==> src/shared/qdr_pkg.sv <==
// constants and carrier types of the quad dac readback slave
// Functional notes
// - device acks matching address byte low
// - control byte follows, device acknowledges it
// - device acks read address, then transmits
// - extent bit 0: high then low byte
// - extent bit 1: powerdown, high, low
// - channel select bits choose readback channel
// - powerdown byte: mode bits, six ones
// - high byte carries code bits 11..4
// - low byte: code bits 3..0 on top
// - 7-bit address, two bits from pins
// - two mode bits encode four powerdown modes
package qdr_pkg;
	// ======================================================
	// serial link
	localparam logic [4:0] SLV_ADDR_HI = 5'h13;
	localparam logic [3:0] RX_BITS     = 4'h8;
	localparam logic [3:0] TX_LAST     = 4'h7;
	localparam int         EXT_BIT     = 0;
	localparam int         SEL_LSB     = 1;
	localparam int         SEL_MSB     = 2;
	localparam logic [1:0] BYTE_PD     = 2'h0;
	localparam logic [1:0] BYTE_HI     = 2'h1;
	localparam logic [1:0] BYTE_LO     = 2'h2;
	localparam logic [5:0] PD_FILL     = 6'h3f;
	localparam logic [3:0] LO_FILL     = 4'h0;
	// powerdown mode codes, both ends of the range are open circuit
	localparam logic [1:0] PD_HIZ      = 2'h0;
	localparam logic [1:0] PD_1K       = 2'h1;
	localparam logic [1:0] PD_100K     = 2'h2;
	localparam logic [1:0] PD_HIZ_ALT  = 2'h3;
	// ======================================================
	// channel store
	localparam int         NUM_CH      = 4;
	localparam int         CODE_W      = 12;
	// ======================================================
	// register map
	localparam logic [7:0] REG_CTRL    = 8'h00;
	localparam logic [7:0] REG_CHAN0   = 8'h04;
	localparam logic [7:0] REG_STAT    = 8'h14;
	localparam int         CTRL_EN_BIT = 0;
	localparam logic       CTRL_EN_RST = 1'h1;
	localparam int         CHAN_PD_LSB = 16;
	localparam int         STAT_BUSY   = 8;
	localparam int         STAT_DONE   = 9;
	// ======================================================
	// carriers
	typedef struct packed {
		logic [1:0]        pd;
		logic [CODE_W-1:0] code;
	} qdr_chan_s;
	typedef struct packed {
		logic scl_rise;
		logic scl_fall;
		logic start;
		logic stop;
	} qdr_line_s;
endpackage : qdr_pkg

==> src/hw/qdr_chan_mem.sv <==
// per-channel code and powerdown store, two read ports
`timescale 1ns/1ps
module qdr_chan_mem #(
	parameter int NUM_CH = qdr_pkg::NUM_CH,
	parameter int IDX_W  = 2
) (
	// clock and reset
	input  wire logic                  clk,
	input  wire logic                  sys_rst,
	input  wire logic                  ce,
	// write port
	input  wire logic                  wr_en,
	input  wire logic [IDX_W-1:0]      wr_idx,
	input  qdr_pkg::qdr_chan_s         wr_data,
	// read ports
	input  wire logic [IDX_W-1:0]      rd_a_idx,
	output qdr_pkg::qdr_chan_s         rd_a_data,
	input  wire logic [IDX_W-1:0]      rd_b_idx,
	output qdr_pkg::qdr_chan_s         rd_b_data
);
	qdr_pkg::qdr_chan_s mem_reg [NUM_CH];

	if (NUM_CH < 1 || NUM_CH > (1 << IDX_W)) begin : g_chk
		$error("channel count does not fit index width");
	end

	// ======================================================
	// reset clears every code, as at power on
	always_ff @(posedge clk) begin
		if (sys_rst) begin
			for (int i = 0; i < NUM_CH; i++) begin
				mem_reg[i] <= '0;
			end
		end else if (ce && wr_en) begin
			mem_reg[wr_idx] <= wr_data;
		end
	end

	assign rd_a_data = mem_reg[rd_a_idx];
	assign rd_b_data = mem_reg[rd_b_idx];
endmodule : qdr_chan_mem

==> src/hw/qdr_line_mon.sv <==
// bus line monitor: clock edges, start and stop conditions
`timescale 1ns/1ps
module qdr_line_mon (
	// clock and reset
	input  wire logic              clk,
	input  wire logic              sys_rst,
	input  wire logic              ce,
	// bus lines
	input  wire logic              scl_i,
	input  wire logic              sda_i,
	// decoded events
	output qdr_pkg::qdr_line_s     line_o
);
	logic scl_q;
	logic sda_q;

	// ======================================================
	// previous levels, idle bus is high
	always_ff @(posedge clk) begin
		if (sys_rst) begin
			scl_q <= 1'h1;
			sda_q <= 1'h1;
		end else if (ce) begin
			scl_q <= scl_i;
			sda_q <= sda_i;
		end
	end

	// ======================================================
	// data changing under a high clock marks a condition
	assign line_o.scl_rise = ce & ~scl_q & scl_i;
	assign line_o.scl_fall = ce & scl_q & ~scl_i;
	assign line_o.start    = ce & scl_q & scl_i & sda_q & ~sda_i;
	assign line_o.stop     = ce & scl_q & scl_i & ~sda_q & sda_i;
endmodule : qdr_line_mon

==> src/hw/qdr_readback.sv <==
// two-wire slave transmitter readback path with wishbone registers
`timescale 1ns/1ps
module qdr_readback #(
	parameter int NUM_CH = qdr_pkg::NUM_CH
) (
	// clock and reset
	input  wire logic        clk,
	input  wire logic        sys_rst,
	input  wire logic        ce,
	// wishbone slave
	input  wire logic        wb_cyc_i,
	input  wire logic        wb_stb_i,
	input  wire logic        wb_we_i,
	input  wire logic [7:0]  wb_adr_i,
	input  wire logic [3:0]  wb_sel_i,
	input  wire logic [31:0] wb_dat_i,
	output logic      [31:0] wb_dat_o,
	output logic             wb_ack_o,
	// address select pins
	input  wire logic        pin_address_hi,
	input  wire logic        pin_address_lo,
	// serial bus
	input  wire logic        scl_i,
	input  wire logic        sda_i,
	output logic             sda_o,
	output logic             sda_oe_n
);
	// the channel field of the control byte is two bits wide
	if (NUM_CH != 4) begin : g_chk
		$error("readback needs exactly four channels");
	end
	typedef enum logic [2:0] {
		ST_IDLE, ST_ADDR, ST_CTRL, ST_ACK, ST_TX, ST_MACK, ST_WAIT
	} qdr_state_e;
	// ======================================================
	// decode helpers
	function automatic logic addr_hit(input logic [7:0] b,
		input logic hi, input logic lo);
		return b[7:1] == {qdr_pkg::SLV_ADDR_HI, hi, lo};
	endfunction : addr_hit
	function automatic logic [7:0] tx_byte(input logic [1:0] idx,
		input qdr_pkg::qdr_chan_s ent);
		unique case (idx)
			qdr_pkg::BYTE_PD: return {ent.pd, qdr_pkg::PD_FILL};
			qdr_pkg::BYTE_HI: return ent.code[11:4];
			default:          return {ent.code[3:0], qdr_pkg::LO_FILL};
		endcase
	endfunction : tx_byte
	// ======================================================
	// state
	qdr_state_e          state_reg;
	qdr_state_e          ack_next_reg;
	logic [7:0]          rx_reg;
	logic [7:0]          tx_reg;
	logic [3:0]          bit_reg;
	logic [7:0]          ctrl_reg;
	logic                ctrl_ok_reg;
	logic [1:0]          idx_reg;
	logic                mack_reg;
	logic                sda_oe_n_reg;
	logic                sda_o_reg;
	logic                done_reg;
	logic                en_reg;
	logic                ack_reg;
	logic [31:0]         dat_reg;
	qdr_pkg::qdr_line_s  ln;
	qdr_pkg::qdr_chan_s  ent_b;
	qdr_pkg::qdr_chan_s  ent_a;
	qdr_pkg::qdr_chan_s  wr_ent;
	logic                rx_full;
	logic                hit;
	logic [1:0]          first_idx;
	logic [1:0]          load_idx;
	logic [7:0]          load_byte;
	logic                done_set;
	logic                wb_go;
	logic [7:0]          chan_off;
	logic                chan_hit;
	logic [1:0]          rd_b_idx;
	logic [31:0]         rd_mux;
	// ======================================================
	// line events and channel store
	qdr_line_mon u_mon (
		.clk     (clk),
		.sys_rst (sys_rst),
		.ce      (ce),
		.scl_i   (scl_i),
		.sda_i   (sda_i),
		.line_o  (ln)
	);
	qdr_chan_mem #(.NUM_CH(NUM_CH), .IDX_W(2)) u_mem (
		.clk       (clk),
		.sys_rst   (sys_rst),
		.ce        (ce),
		.wr_en     (wb_go && wb_we_i && chan_hit),
		.wr_idx    (chan_off[3:2]),
		.wr_data   (wr_ent),
		.rd_a_idx  (chan_off[3:2]),
		.rd_a_data (ent_a),
		.rd_b_idx  (rd_b_idx),
		.rd_b_data (ent_b)
	);
	// ======================================================
	// serial decode
	assign rx_full = bit_reg == qdr_pkg::RX_BITS;
	assign hit = en_reg && addr_hit(rx_reg, pin_address_hi,
		pin_address_lo);
	assign rd_b_idx = ctrl_reg[qdr_pkg::SEL_MSB:qdr_pkg::SEL_LSB];
	// start byte: extent bit picks two or three bytes
	assign first_idx = ctrl_reg[qdr_pkg::EXT_BIT] ? qdr_pkg::BYTE_PD
		: qdr_pkg::BYTE_HI;
	assign load_idx = (state_reg == ST_ACK) ? first_idx
		: idx_reg + 2'h1;
	assign load_byte = tx_byte(load_idx, ent_b);
	assign done_set = ln.scl_fall && state_reg == ST_MACK
		&& idx_reg == qdr_pkg::BYTE_LO;
	// ======================================================
	// serial state machine
	always_ff @(posedge clk) begin
		if (sys_rst) begin
			state_reg    <= ST_IDLE;
			ack_next_reg <= ST_WAIT;
			rx_reg       <= 8'h00;
			tx_reg       <= 8'h00;
			bit_reg      <= 4'h0;
			ctrl_reg     <= 8'h00;
			ctrl_ok_reg  <= 1'h0;
			idx_reg      <= 2'h0;
			mack_reg     <= 1'h0;
			sda_oe_n_reg <= 1'h1;
		end else if (ce) begin
			if (ln.stop) begin
				state_reg    <= ST_IDLE;
				ctrl_ok_reg  <= 1'h0;
				sda_oe_n_reg <= 1'h1;
			end else if (ln.start) begin
				// repeated start keeps the control byte
				state_reg    <= ST_ADDR;
				bit_reg      <= 4'h0;
				sda_oe_n_reg <= 1'h1;
			end else begin
				unique case (state_reg)
					ST_IDLE, ST_WAIT: begin
					end
					ST_ADDR, ST_CTRL: begin
						if (ln.scl_rise) begin
							rx_reg  <= {rx_reg[6:0], sda_i};
							bit_reg <= bit_reg + 4'h1;
						end else if (ln.scl_fall && rx_full) begin
							if (state_reg == ST_CTRL) begin
								ctrl_reg     <= rx_reg;
								ctrl_ok_reg  <= 1'h1;
								ack_next_reg <= ST_WAIT;
								state_reg    <= ST_ACK;
								sda_oe_n_reg <= 1'h0;
							end else if (hit && (!rx_reg[0] ||
								ctrl_ok_reg)) begin
								ack_next_reg <= rx_reg[0] ? ST_TX
									: ST_CTRL;
								state_reg    <= ST_ACK;
								sda_oe_n_reg <= 1'h0;
							end else begin
								state_reg <= ST_WAIT;
							end
						end
					end
					ST_ACK: begin
						if (ln.scl_fall) begin
							bit_reg   <= 4'h0;
							state_reg <= ack_next_reg;
							if (ack_next_reg == ST_TX) begin
								idx_reg      <= first_idx;
								tx_reg       <= load_byte;
								sda_oe_n_reg <= load_byte[7];
							end else begin
								sda_oe_n_reg <= 1'h1;
							end
						end
					end
					ST_TX: begin
						if (ln.scl_fall) begin
							if (bit_reg == qdr_pkg::TX_LAST) begin
								state_reg    <= ST_MACK;
								bit_reg      <= 4'h0;
								sda_oe_n_reg <= 1'h1;
							end else begin
								tx_reg       <= {tx_reg[6:0], 1'h0};
								bit_reg      <= bit_reg + 4'h1;
								sda_oe_n_reg <= tx_reg[6];
							end
						end
					end
					ST_MACK: begin
						if (ln.scl_rise) begin
							mack_reg <= ~sda_i;
						end else if (ln.scl_fall) begin
							if (mack_reg &&
								idx_reg != qdr_pkg::BYTE_LO) begin
								idx_reg      <= load_idx;
								tx_reg       <= load_byte;
								sda_oe_n_reg <= load_byte[7];
								state_reg    <= ST_TX;
							end else begin
								state_reg <= ST_WAIT;
							end
						end
					end
				endcase
			end
		end
	end
	// open drain: only ever pulls low
	always_ff @(posedge clk) begin
		sda_o_reg <= 1'h0;
	end
	// ======================================================
	// completion flag, a new completion beats a clear
	always_ff @(posedge clk) begin
		if (sys_rst) begin
			done_reg <= 1'h0;
		end else if (ce) begin
			if (done_set) begin
				done_reg <= 1'h1;
			end else if (wb_go && wb_we_i && wb_adr_i ==
				qdr_pkg::REG_STAT && wb_sel_i[1] &&
				wb_dat_i[qdr_pkg::STAT_DONE]) begin
				done_reg <= 1'h0;
			end
		end
	end
	// ======================================================
	// wishbone decode
	assign wb_go    = wb_cyc_i && wb_stb_i && !ack_reg;
	assign chan_off = wb_adr_i - qdr_pkg::REG_CHAN0;
	assign chan_hit = wb_adr_i >= qdr_pkg::REG_CHAN0 &&
		wb_adr_i < qdr_pkg::REG_STAT && wb_adr_i[1:0] == 2'h0;
	always_comb begin
		wr_ent = ent_a;
		if (wb_sel_i[0]) begin
			wr_ent.code[7:0] = wb_dat_i[7:0];
		end
		if (wb_sel_i[1]) begin
			wr_ent.code[11:8] = wb_dat_i[11:8];
		end
		if (wb_sel_i[2]) begin
			wr_ent.pd = wb_dat_i[17:16];
		end
	end
	always_comb begin
		rd_mux = 32'h0;
		if (chan_hit) begin
			rd_mux[11:0] = ent_a.code;
			rd_mux[17:16] = ent_a.pd;
		end else if (wb_adr_i == qdr_pkg::REG_CTRL) begin
			rd_mux[qdr_pkg::CTRL_EN_BIT] = en_reg;
		end else if (wb_adr_i == qdr_pkg::REG_STAT) begin
			rd_mux[7:0] = ctrl_reg;
			rd_mux[qdr_pkg::STAT_BUSY] = state_reg != ST_IDLE;
			rd_mux[qdr_pkg::STAT_DONE] = done_reg;
		end
	end
	// one wait state; unmapped reads give zero, writes vanish
	always_ff @(posedge clk) begin
		if (sys_rst) begin
			ack_reg <= 1'h0;
			dat_reg <= 32'h0;
		end else if (ce) begin
			ack_reg <= wb_go;
			if (wb_go && !wb_we_i) begin
				dat_reg <= rd_mux;
			end
		end
	end
	always_ff @(posedge clk) begin
		if (sys_rst) begin
			en_reg <= qdr_pkg::CTRL_EN_RST;
		end else if (ce && wb_go && wb_we_i && wb_sel_i[0] &&
			wb_adr_i == qdr_pkg::REG_CTRL) begin
			en_reg <= wb_dat_i[qdr_pkg::CTRL_EN_BIT];
		end
	end
	assign wb_ack_o = ack_reg;
	assign wb_dat_o = dat_reg;
	assign sda_o    = sda_o_reg;
	assign sda_oe_n = sda_oe_n_reg;
	// ======================================================
	// checks
	a_addr_ack_drive: assert property (
		@(posedge clk) disable iff (sys_rst)
		(ce && state_reg == ST_ADDR && ln.scl_fall && rx_full && hit
			&& !rx_reg[0])
		|=> (state_reg == ST_ACK && !sda_oe_n_reg
			&& ack_next_reg == ST_CTRL))
		else $error("write address not acknowledged");
	a_ctrl_capture: assert property (
		@(posedge clk) disable iff (sys_rst)
		(ce && state_reg == ST_CTRL && ln.scl_fall && rx_full)
		|=> (state_reg == ST_ACK && !sda_oe_n_reg
			&& ctrl_reg == $past(rx_reg)))
		else $error("control byte not taken and acked");
	a_read_takeover: assert property (
		@(posedge clk) disable iff (sys_rst)
		(ce && state_reg == ST_ACK && ln.scl_fall
			&& ack_next_reg == ST_TX)
		|=> (state_reg == ST_TX && bit_reg == 4'h0
			&& sda_oe_n_reg == $past(load_byte[7])))
		else $error("read ack not followed by transmit");
	a_two_bytes: assert property (
		@(posedge clk) disable iff (sys_rst)
		(ce && state_reg == ST_ACK && ln.scl_fall
			&& ack_next_reg == ST_TX && !ctrl_reg[0])
		|=> idx_reg == qdr_pkg::BYTE_HI)
		else $error("short readback does not begin high");
	a_three_bytes: assert property (
		@(posedge clk) disable iff (sys_rst)
		(ce && state_reg == ST_ACK && ln.scl_fall
			&& ack_next_reg == ST_TX && ctrl_reg[0])
		|=> idx_reg == qdr_pkg::BYTE_PD)
		else $error("long readback does not begin powerdown");
	a_chan_select: assert property (
		@(posedge clk) disable iff (sys_rst)
		(state_reg == ST_TX) |-> (rd_b_idx == ctrl_reg[2:1]
			&& $stable(ctrl_reg)))
		else $error("channel changed during readback");
	a_pd_fill: assert property (
		@(posedge clk) disable iff (sys_rst)
		(state_reg == ST_TX && bit_reg == 4'h0
			&& idx_reg == qdr_pkg::BYTE_PD)
		|-> tx_reg[5:0] == qdr_pkg::PD_FILL)
		else $error("powerdown byte low bits not ones");
	a_pd_mode: assert property (
		@(posedge clk) disable iff (sys_rst)
		(state_reg == ST_TX && bit_reg == 4'h0
			&& idx_reg == qdr_pkg::BYTE_PD)
		|-> tx_reg[7:6] == ent_b.pd)
		else $error("powerdown mode bits wrong");
	a_hi_byte: assert property (
		@(posedge clk) disable iff (sys_rst)
		(state_reg == ST_TX && bit_reg == 4'h0
			&& idx_reg == qdr_pkg::BYTE_HI)
		|-> tx_reg == ent_b.code[11:4])
		else $error("high byte wrong");
	a_lo_byte: assert property (
		@(posedge clk) disable iff (sys_rst)
		(state_reg == ST_TX && bit_reg == 4'h0
			&& idx_reg == qdr_pkg::BYTE_LO)
		|-> tx_reg[7:4] == ent_b.code[3:0])
		else $error("low byte wrong");
	a_addr_match: assert property (
		@(posedge clk) disable iff (sys_rst)
		(ce && state_reg == ST_ADDR && ln.scl_fall && rx_full && !hit)
		|=> (state_reg == ST_WAIT && sda_oe_n_reg))
		else $error("foreign address answered");
	a_nack_release: assert property (
		@(posedge clk) disable iff (sys_rst)
		(ce && state_reg == ST_MACK && ln.scl_fall && !mack_reg)
		|=> (state_reg == ST_WAIT && sda_oe_n_reg)[*2])
		else $error("line held after nack");
endmodule : qdr_readback

==> config.mk <==
export PLATFORM = sky130hd
export DESIGN_NAME = qdr_readback
export DESIGN_NICKNAME = d
export VERILOG_FILES = /design/src/shared/qdr_pkg.sv /design/src/hw/qdr_chan_mem.sv /design/src/hw/qdr_line_mon.sv /design/src/hw/qdr_readback.sv
export SDC_FILE = /design/constraint.sdc
export NUM_CORES = 1
export LEC_CHECK = 0
export ABC_AREA = 1
export BUFFER_PORTS_ARGS = -buffer_cell sky130_fd_sc_hd__buf_2
export CORE_UTILIZATION = 40
export DETAILED_ROUTE_END_ITERATION = 10
export SLEW_MARGIN = 30
export SYNTH_ARGS = -nofsm -noshare
export SYNTH_HDL_FRONTEND = slang
export SYNTH_HIERARCHICAL = 1
export SYNTH_SLANG_ARGS = --single-unit
export TNS_END_PERCENT = 20
==> constraint.sdc <==
create_clock -name clk -period 4.4 [get_ports clk]
set_clock_uncertainty 0.1 [all_clocks]
set_input_delay 0.44 -clock clk [delete_from_list [all_inputs] [get_ports clk]]
set_output_delay 0.44 -clock clk [all_outputs]
set_load 0.01 [all_outputs]
==> summary.txt, run 1 <==
Timing
  • Endpoints failing hold: 0
  • Tightest Pin Transition: about 0.75 ns
  • Setup tns final: 0 ns
  • # setup viols final: 0
  • Fmax: 0.351 GHz
  • Crit share post-route: roughly two thirds
  • Pins Over Slew Limit: 0
  • RSZ-0062 raised after global routing: no
  • Setup ws final: about 1.5 ns
  • Min Tclk post-route: about 2.9 ns
  • Slew headroom: 49.9%

Clock tree
  • Root buffer cell: clkbuf_16
  • Clk buf depth: 2
  • Worst-Skew Late Latency: ~0.36 ns
  • Htree depth: 3
  • # clock sinks: about 110
  • Post_cts resized: 0
  • Hold-fix buffers, CTS: 0
  • Post-CTS setup buffers: 0
  • CTS tree: done
  • Clk slew on worst S/H paths: 0.08 ns
  • CTS Buf Count: 9

Logic synthesis
  • Mapped Cells: approximately 940
  • Synth top area cells: edfxtp_1 25%, dfxtp_1 17%, nand2_1 14%
  • Top-count cell post-synth: nand2_1
  • Mapped cell area: around 0.0067 mm²
  • Ys flop type: edfxtp_1
  • Synth top area share: about a quarter
  • Top cells by count, synth: 251 x nand2_1, 132 x inv_1, 129 x nor2_1
  • Post-synthesis sequential area ratio: between 40% and 50%
  • Synthesized flop and latch total: around 110
  • Post-synth EDFFs: between 50 and 60
  • Avg Cell Area, Syn: just over 7 µm²
  • Synth warn: 6
  • Unique masters post-synth: between 40 and 50
  • Synth area leader: edfxtp_1
  • Ys async rst share: 0%

Routing
  • Final wirelength: 17500 µm
  • # DRC: 0
  • Post-route ant nets: 0
  • DR WL/cell: 14.6 µm
  • Violation count after the first detailed-route iteration: around 410
  • Routed vias/inst: between 4 and 5
  • Vias: roughly 6000
  • First-pass DRT Iterations: 5

Global route
  • Overall Global Routing Usage: between 20% and 30%
  • Total gr overflow: 0
  • Largest net degree at the start of global routing: 35
  • Antenna violations before repair: 0
  • First-pass GRT wire length: ~27000 µm
  • Vias in the first global route: roughly 5300

Worst setup path
  • CP startpoint kind: input port
  • Worst EP required: 4.29 ns
  • R2R depth: 7
  • Worst reg2reg setup slack: between 1.5 and 2 ns
  • Worst Setup SP: wb_adr_i[7]
  • R2r startpoint: wb_ack_o
  • FF-to-FF End: u_mem/mem_reg[1][9]
  • CP arrival: between 2 and 3 ns
  • Crit-path max FO: 15
  • Critical Path Sink Type: register
  • Kind of critical path: in -> reg

Finish
  • Fraction of layout cells with a size suffix above 1: a little over an eighth
  • Register Area: 0.00280 mm²
  • Nets: a little over 1000
  • Max FFs per register: between 50 and 60
  • Area of the multi-input gates: slightly above 0.003 mm²
  • Area grow syn2layout: 9.80%
  • Fillers: between 1500 and 2000
  • Ant diodes: 0

Hold path
  • Min-Delay Path Depth: 2
  • Worst hold start: sda_i
  • Hold Path End: mack_reg
  • Hold Path Class: in -> reg

Die
  • DIE HEIGHT: around 130 µm
  • Die area: 0.0172 mm²
  • Ports: about 90
  • Cell row count: 46
  • Core Region: about 0.016 mm²
  • Die Width: 131 µm
  • Starting density of the core: between 40% and 50%

Place
  • Detailed placement HPWL: between 10000 and 15000 µm
  • IO Port Bufs: 50
  • RD Place Congestion: between 0.8 and 0.9
  • Dpl ws: 1.15 ns

Power and ir drop
  • Static leakage power: 0.00350 µW
  • Internal: about 1700 µW
  • PD cells: 315 mW/mm²
  • Comb pwr share: around an eighth
  • Part of the power in registers: 49.4%
  • Switch share: between 20 and 30%
  • Max IR drop VDD: about 0.00019 V
  • Psw: between 600 and 700 µW
  • Clk pwr share: 38.1%

Run
  • Max-cap violations: 0

Run status
  • Status: completed
-- cell families after synthesis --
| logic type | Yosys count | synth area share [%] |
|---|---|---|
| other | 1 | 0.0563 |
| AOI/OAI and AO/OA | 115 | 9.43 |
| and+or+nand+nor | 508 | 33.7 |
| buffers and inverters | 190 | 12.9 |
| adders and majority gates | 6 | 1.13 |
| DFF | 112 | 42.1 |
| muxes | 4 | 0.676 |
-- worst max-delay path, stage by stage --
cell and delay [ns]:
buf_2 0.09, nor3_1 0.35, nand2_1 0.09, a21oi_1 0.13, nand2_1 0.06, buf_4 0.17
nor2_1 0.11, nand2_2 0.10, nor2_4 0.16, nand3_2 0.34, nand2_1 0.70
-- area by class of cell --
cell class | count | area share [%]
Inverter | 142 | 7.35
Multi-Input combinational cell | 652 | 41.9
Sequential cell | 112 | 38.3
Clock inverter | 7 | 1.21
Clock buffer | 9 | 3.08
Tap cell | 216 | 3.69
Timing Repair Buffer | 60 | 4.45
-- placed cells by master, fill, tap and decap left out, drive strengths merged --
| cell type | Yosys | layout |
|---|---|---|
| nand2 | 262 | 262 |
| nor2 | 145 | 145 |
| inv | 140 | 142 |
| nand3 | 84 | 84 |
| o21ai | 72 | 72 |
| buf | 41 | 60 |
| dfxtp | 56 | 56 |
| edfxtp | 56 | 56 |
| a21oi | 34 | 34 |
| conb | 1 | 19 |
| clkbuf | 7 | 9 |
| a211oi | 7 | 7 |
| nor3 | 7 | 7 |
| ha | 6 | 6 |
| nand4 | 6 | 6 |
| clkinv | 2 | 6 |
| mux2 | 4 | 4 |
| nand3b | 2 | 2 |
| nor4 | 1 | 1 |
| or2 | 1 | 1 |
| a221oi | 1 | 1 |
| o31ai | 1 | 1 |
| bufinv | 0 | 1 |
-- worst max-delay path by stage --
stage,end,slack [ns]
floorplan,u_mem/mem_reg[3][0],1.45
global placement,u_mem/mem_reg[1][4],1.20
detailed placement,u_mem/mem_reg[0][6],1.15
CTS,u_mem/mem_reg[0][7],1.53
global route,u_mem/mem_reg[0][7],1.28
finish,u_mem/mem_reg[1][9],1.55
-- power by group through the flow --
stage               clock network (µW)  registers [µW]  logic (µW)
floorplan                            0            1160         208
global placement                     0            1160         288
detailed placement                   0            1160         289
CTS                                895            1140         291
global route                       925            1140         328
finish                             878            1140         290
-- per-layer routing --
metal | vias up | routed length (µm) | global-route usage [%]
met3 | 33 | 853 | 3.69
met2 | 170 | 8370 | 36.8
li1 | 3002 | - | -
met5 | - | 0 | 0
met1 | 2699 | 7810 | 27.0
met4 | 0 | 486 | 7.98
-- stage by stage --
stage	hold slack (ns)	instances	instance area, µm²	total power, µW	utilization (%)
final	0.224	1198	7320	2310	45.6
after global placement	0.351	1182	7000	1450	43.6
after CTS	0.211	1198	7320	2320	45.6
after global routing	0.227	1198	7320	2400	45.6
after detailed placement	0.353	1182	7000	1450	43.6
after floorplan	0.343	954	6730	1370	-
Power figures use the tool's default switching activity.
==> run 2: changes to the inputs <==
==> constraint.sdc (replaced) <==
create_clock -name clk -period 2.9 [get_ports clk]
set_clock_uncertainty 0.1 [all_clocks]
set_input_delay 0.29 -clock clk [delete_from_list [all_inputs] [get_ports clk]]
set_output_delay 0.29 -clock clk [all_outputs]
set_load 0.01 [all_outputs]
==> run 2 against run 1 <==
Effect of this change:
- first-iteration DRC count increased by 10%
- critical path depth decreased by 3
- total power increased by 52%
- critical path type is now reg -> reg
- largest power group unchanged
==> summary.txt, run 2 (same netlist as run 1, synthesis figures left out) <==
Power and ir drop
  • Pwr Total: between 3000 and 4000 µW
  • Max IR drop VDD: ~0.00033 V
  • PD cells: around 470 mW/mm²
  • Static leakage power: about 0.0036 µW

Timing
  • RSZ-0062 raised after global routing: no
  • Pins Over Slew Limit: 0
  • Fmax: 0.463 GHz
  • Tightest Pin Transition: 0.643 ns
  • Slew headroom: a little under three fifths
  • Min Tclk post-route: between 2 and 2.5 ns
  • Setup tns final: 0 ns
  • Endpoints failing hold: 0
  • Crit share post-route: between 70% and 80%
  • # setup viols final: 0

Worst setup path
  • Crit-path max FO: 15
  • CP startpoint kind: register
  • R2r startpoint: u_mon/scl_q
  • Worst reg2reg setup slack: ~0.74 ns
  • Critical Path Sink Type: register
  • R2R depth: 8
  • Kind of critical path: reg -> reg
  • Worst EP required: 3.08 ns
  • CP arrival: ~2.3 ns
  • FF-to-FF End: ctrl_reg[4]

Routing
  • DR WL/cell: around 14 µm
  • First-pass DRT Iterations: 5
  • Violation count after the first detailed-route iteration: ~450
  • Routed vias/inst: 4.85
  • Final wirelength: ~18000 µm
  • Vias: 5861
  • # DRC: 0
  • Post-route ant nets: 0

Die
  • Cell row count: 46
  • Ports: 89
  • DIE HEIGHT: 131 µm
  • Core Region: about 0.016 mm²
  • Die Width: ~130 µm
  • Starting density of the core: between 40% and 50%
  • Die area: 0.0172 mm²

Global route
  • Total gr overflow: 0
  • First-pass GRT wire length: about 28000 µm
  • Overall Global Routing Usage: roughly 22%
  • Largest net degree at the start of global routing: 32
  • Vias in the first global route: between 5000 and 6000
  • Antenna violations before repair: 0

Clock tree
  • Hold-fix buffers, CTS: 0
  • Worst-Skew Late Latency: between 0.3 and 0.4 ns
  • Clk slew on worst S/H paths: around 0.08 ns
  • Htree depth: 3
  • CTS tree: done
  • Root buffer cell: clkbuf_16
  • Post-CTS setup buffers: 0
  • Post_cts resized: 0
  • Clk buf depth: 2
  • CTS Buf Count: 9
  • # clock sinks: 112

Finish
  • Fraction of layout cells with a size suffix above 1: roughly 15%
  • Max FFs per register: 56
  • Most frequent cells in the layout: 251 x nand2_1, 133 x inv_1, 129 x nor2_1
  • Most common cell after layout, fill and taps aside: nand2_1
  • Ant diodes: 0
  • Nets: 1048
  • Fillers: about 1700
  • Area grow syn2layout: 11.1%

Place
  • IO Port Bufs: 50
  • RD Place Congestion: 0.842
  • Detailed placement HPWL: approximately 13000 µm

Hold path
  • Hold Path End: mack_reg
  • Min-Delay Path Depth: 2
  • Worst hold start: sda_i
  • Hold Path Class: in -> reg

Run
  • Max-cap violations: 0

Run status
  • Status: completed
[run 2: cell types whose count changed in the layout (fill, tap and decap cells not counted)]
cell and change:
clkinv_4 -1, clkinv_2 -1, inv_2 -1, clkbuf_8 +1, inv_1 +2, buf_4 +11
[run 2: worst max path at each step]
stage                 from             endpoint  slack [ns]  cells after the start
4_1_cts        u_mon/scl_q          ctrl_reg[4]        0.77                      8
2_1_floorplan  wb_adr_i[7]  u_mem/mem_reg[3][0]         0.1                      8
6_report       u_mon/scl_q          ctrl_reg[4]        0.74                      8
3_5_place_dp   wb_adr_i[7]  u_mem/mem_reg[0][1]        0.49                     11
3_3_place_gp   wb_adr_i[7]  u_mem/mem_reg[0][2]        0.51                     11
5_1_grt        u_mon/scl_q          ctrl_reg[4]        0.53                      8
[run 2: metal layers]
metal / global-route usage [%] / wire, µm
met5: 0 / 0
met4: 9.13 / 483
met3: 3.98 / 842
met2: 37.1 / 8600
met1: 26.8 / 7590
[run 2: power breakdown]
| group | switching (µW) | internal (µW) | leakage, µW |
|---|---|---|---|
| logic | 312 | 135 | 0.00237 |
| registers | 25.8 | 1700 | 0.00103 |
| clock network | 631 | 710 | 0.000159 |
| total | 970 | 2550 | 0.00356 |
[run 2: critical path: stages, from the launching register on]
cell and delay [ns]:
dfxtp_1 0.38, nand2_1 0.07, nor2_1 0.30, inv_1 0.22, nor2_1 0.25, nand3_2 0.16, nor2_4 0.34, nor2_1 0.07
a211oi_1 0.18
[run 2: cell type report]
cell class / count / area, µm² / area share [%]
clock inverter: 6 / 78.8 / 1.06
multi-input combinational: 652 / 3070 / 41.4
inverter: 142 / 538 / 7.27
clock buffer: 10 / 239 / 3.23
timing repair buffer: 71 / 408 / 5.51
sequential: 112 / 2800 / 37.9
tap: 216 / 270 / 3.65
[run 2: metrics by stage]
step | utilization (%) | setup WS, ns | area [µm²] | hold WS, ns | instances
6_report | 46.1 | 0.739 | 7400 | 0.0598 | 1209
3_3_place_gp | 44.1 | 0.514 | 7090 | 0.357 | 1193
2_1_floorplan | - | 0.0989 | 6730 | 0.280 | 954
3_5_place_dp | 44.1 | 0.489 | 7090 | 0.358 | 1193
5_1_grt | 46.1 | 0.528 | 7400 | 0.0756 | 1209
4_1_cts | 46.1 | 0.774 | 7400 | 0.0520 | 1209
==> run 3: changes to the inputs <==
==> constraint.sdc (replaced) <==
create_clock -name clk -period 1.83 [get_ports clk]
set_clock_uncertainty 0.1 [all_clocks]
set_input_delay 0.183 -clock clk [delete_from_list [all_inputs] [get_ports clk]]
set_output_delay 0.183 -clock clk [all_outputs]
set_load 0.01 [all_outputs]
==> run 3 against run 2 <==
Effect of this change:
- sequential power rose by 58%
- global-route usage rose by 0.61 points
- flip-flop and latch count did not move
- maximum frequency rose by 20%
- total power rose by 65%
- largest power group unchanged
- clock power rose by 66%
- first-iteration DRC count fell by 18%
==> summary.txt, run 3 (same netlist as run 1, synthesis figures left out) <==
Run status
  • Status: completed

Clock tree
  • CTS tree: done
  • # clock sinks: approximately 110
  • Clk buf depth: 2
  • CTS Buf Count: 9
  • Clk slew on worst S/H paths: 0.07 ns
  • Root buffer cell: clkbuf_16
  • Worst-Skew Late Latency: 0.36 ns
  • Htree depth: 3

Power and ir drop
  • Clk pwr share: roughly two fifths
  • Static leakage power: approximately 0.0038 µW
  • Internal: 4220 µW
  • Pwr Total: slightly below 6000 µW
  • Comb pwr share: around 15%
  • PD cells: 713 mW/mm²
  • Psw: 1580 µW
  • Switch share: 27.3%
  • Max IR drop VDD: 0.000574 V
  • Part of the power in registers: between 40% and 50%

Timing
  • Endpoints failing hold: 0
  • Crit share post-route: between 90% and 100%
  • Final hold slack: approximately 0.059 ns
  • Min Tclk post-route: about 1.8 ns
  • RSZ-0062 raised after global routing: yes
  • Fmax: between 0.5 and 0.6 GHz
  • Setup tns final: 0 ns
  • # setup viols final: 0
  • Pins Over Slew Limit: 0

Global route
  • Total gr overflow: 0
  • Antenna violations before repair: 0
  • Largest net degree at the start of global routing: 35
  • Overall Global Routing Usage: ~22%
  • Vias in the first global route: around 5500
  • First-pass GRT wire length: 28300 µm

Finish
  • Register Area: approximately 0.0028 mm²
  • Most frequent cells in the layout: 239 x nand2_1, 127 x inv_1, 114 x nor2_1
  • Ant diodes: 0
  • Area of the multi-input gates: 0.00330 mm²
  • Most common cell after layout, fill and taps aside: nand2_1
  • Nets: 1096
  • Fraction of layout cells with a size suffix above 1: ~22%
  • Fillers: 1578
  • Max FFs per register: 56
  • Area grow syn2layout: 22.1%

Worst setup path
  • CP arrival: approximately 2.0 ns
  • CP startpoint kind: register
  • FF-to-FF End: tx_reg[6]
  • Worst EP required: a little under 2 ns
  • Worst reg2reg setup slack: around 0.028 ns
  • R2r startpoint: u_mon/scl_q
  • Kind of critical path: reg -> reg
  • Crit-path max FO: 6
  • R2R depth: 13
  • Critical Path Sink Type: register

Routing
  • # DRC: 0
  • Violation count after the first detailed-route iteration: about 370
  • Post-route ant nets: 0
  • DR WL/cell: between 10 and 15 µm
  • Final wirelength: about 18000 µm
  • Vias: a little over 6000
  • First-pass DRT Iterations: 5
  • Routed vias/inst: between 4 and 5

Die
  • Die area: between 0.015 and 0.02 mm²
  • Core Region: 0.0161 mm²
  • DIE HEIGHT: around 130 µm
  • Starting density of the core: a little over 40%
  • Cell row count: 46
  • Ports: 89
  • Die Width: between 100 and 150 µm

Place
  • IO Port Bufs: 50
  • RD Place Congestion: between 0.8 and 0.9
  • Detailed placement HPWL: between 10000 and 15000 µm

Hold path
  • Worst hold start: sys_rst
  • Hold Path End: wb_ack_o
  • Hold Path Class: in -> reg
  • Min-Delay Path Depth: 2

Run
  • Max-cap violations: 0
[run 3: power groups by stage]
stage	Sequential, µW	Combinational (µW)	Clock [µW]
after detailed placement	2790	798	0
after global routing	2750	941	2350
after global placement	2790	793	0
after floorplan	2790	515	0
after CTS	2730	805	2270
final	2740	846	2220
[run 3: worst max path at each step]
stage	cells after the start	end	start	slack, ns
2_1_floorplan	13	u_mem/mem_reg[1][0]	wb_adr_i[2]	-0.15
3_3_place_gp	11	u_mem/mem_reg[2][13]	wb_adr_i[2]	-0.11
3_5_place_dp	11	u_mem/mem_reg[2][13]	wb_adr_i[2]	-0.16
4_1_cts	13	state_reg[1]	u_mon/scl_q	0.01
5_1_grt	13	tx_reg[2]	u_mon/scl_q	-0.07
6_report	13	tx_reg[6]	u_mon/scl_q	0.03
[run 3: area by class of cell]
class	count	area share (%)
Clock buffer	10	2.81
Inverter	142	6.75
Tap cell	216	3.32
Multi-Input combinational cell	653	40.6
Timing Repair Buffer	118	10.8
Sequential cell	112	34.6
Clock inverter	6	1.18
[run 3: worst max-delay path: stages, from the launching register on]
cell,delay [ns]
dfxtp_4,0.36
nand3_4,0.10
nor2_4,0.05
inv_2,0.08
buf_6,0.11
nand2_4,0.06
nor2_4,0.11
nand2_1,0.07
nor2_2,0.16
nand2_4,0.11
nor2_8,0.20
inv_8,0.07
nand2_2,0.06
a21oi_2,0.05
[run 3: per-layer routing]
layer / vias to the layer above / global-route usage [%] / share of wire [%]
met4: 0 / 7.64 / 2.3
met5: - / 0 / 0
li1: 3137 / - / -
met3: 23 / 4.38 / 4.6
met2: 151 / 37.1 / 48
met1: 2760 / 28.9 / 45
[run 3: what timing repair did]
action,CTS,global route
hold buffers,2,0
setup endpoints to repair,6,62
hold endpoints to repair,2,0
gates cloned,0,1
gates resized for setup,2,56
setup buffers,0,7
pin swaps,0,24
[run 3: stage by stage]
stage / utilization (%) / area [µm²] / setup slack (ns) / cells
final: 50.7 / 8140 / 0.0283 / 1257
after global routing: 50.7 / 8140 / -0.0734 / 1257
after CTS: 49.2 / 7900 / 0.0117 / 1249
after detailed placement: 47.0 / 7550 / -0.156 / 1231
after global placement: 47.0 / 7550 / -0.114 / 1231
after floorplan: - / 6840 / -0.153 / 954
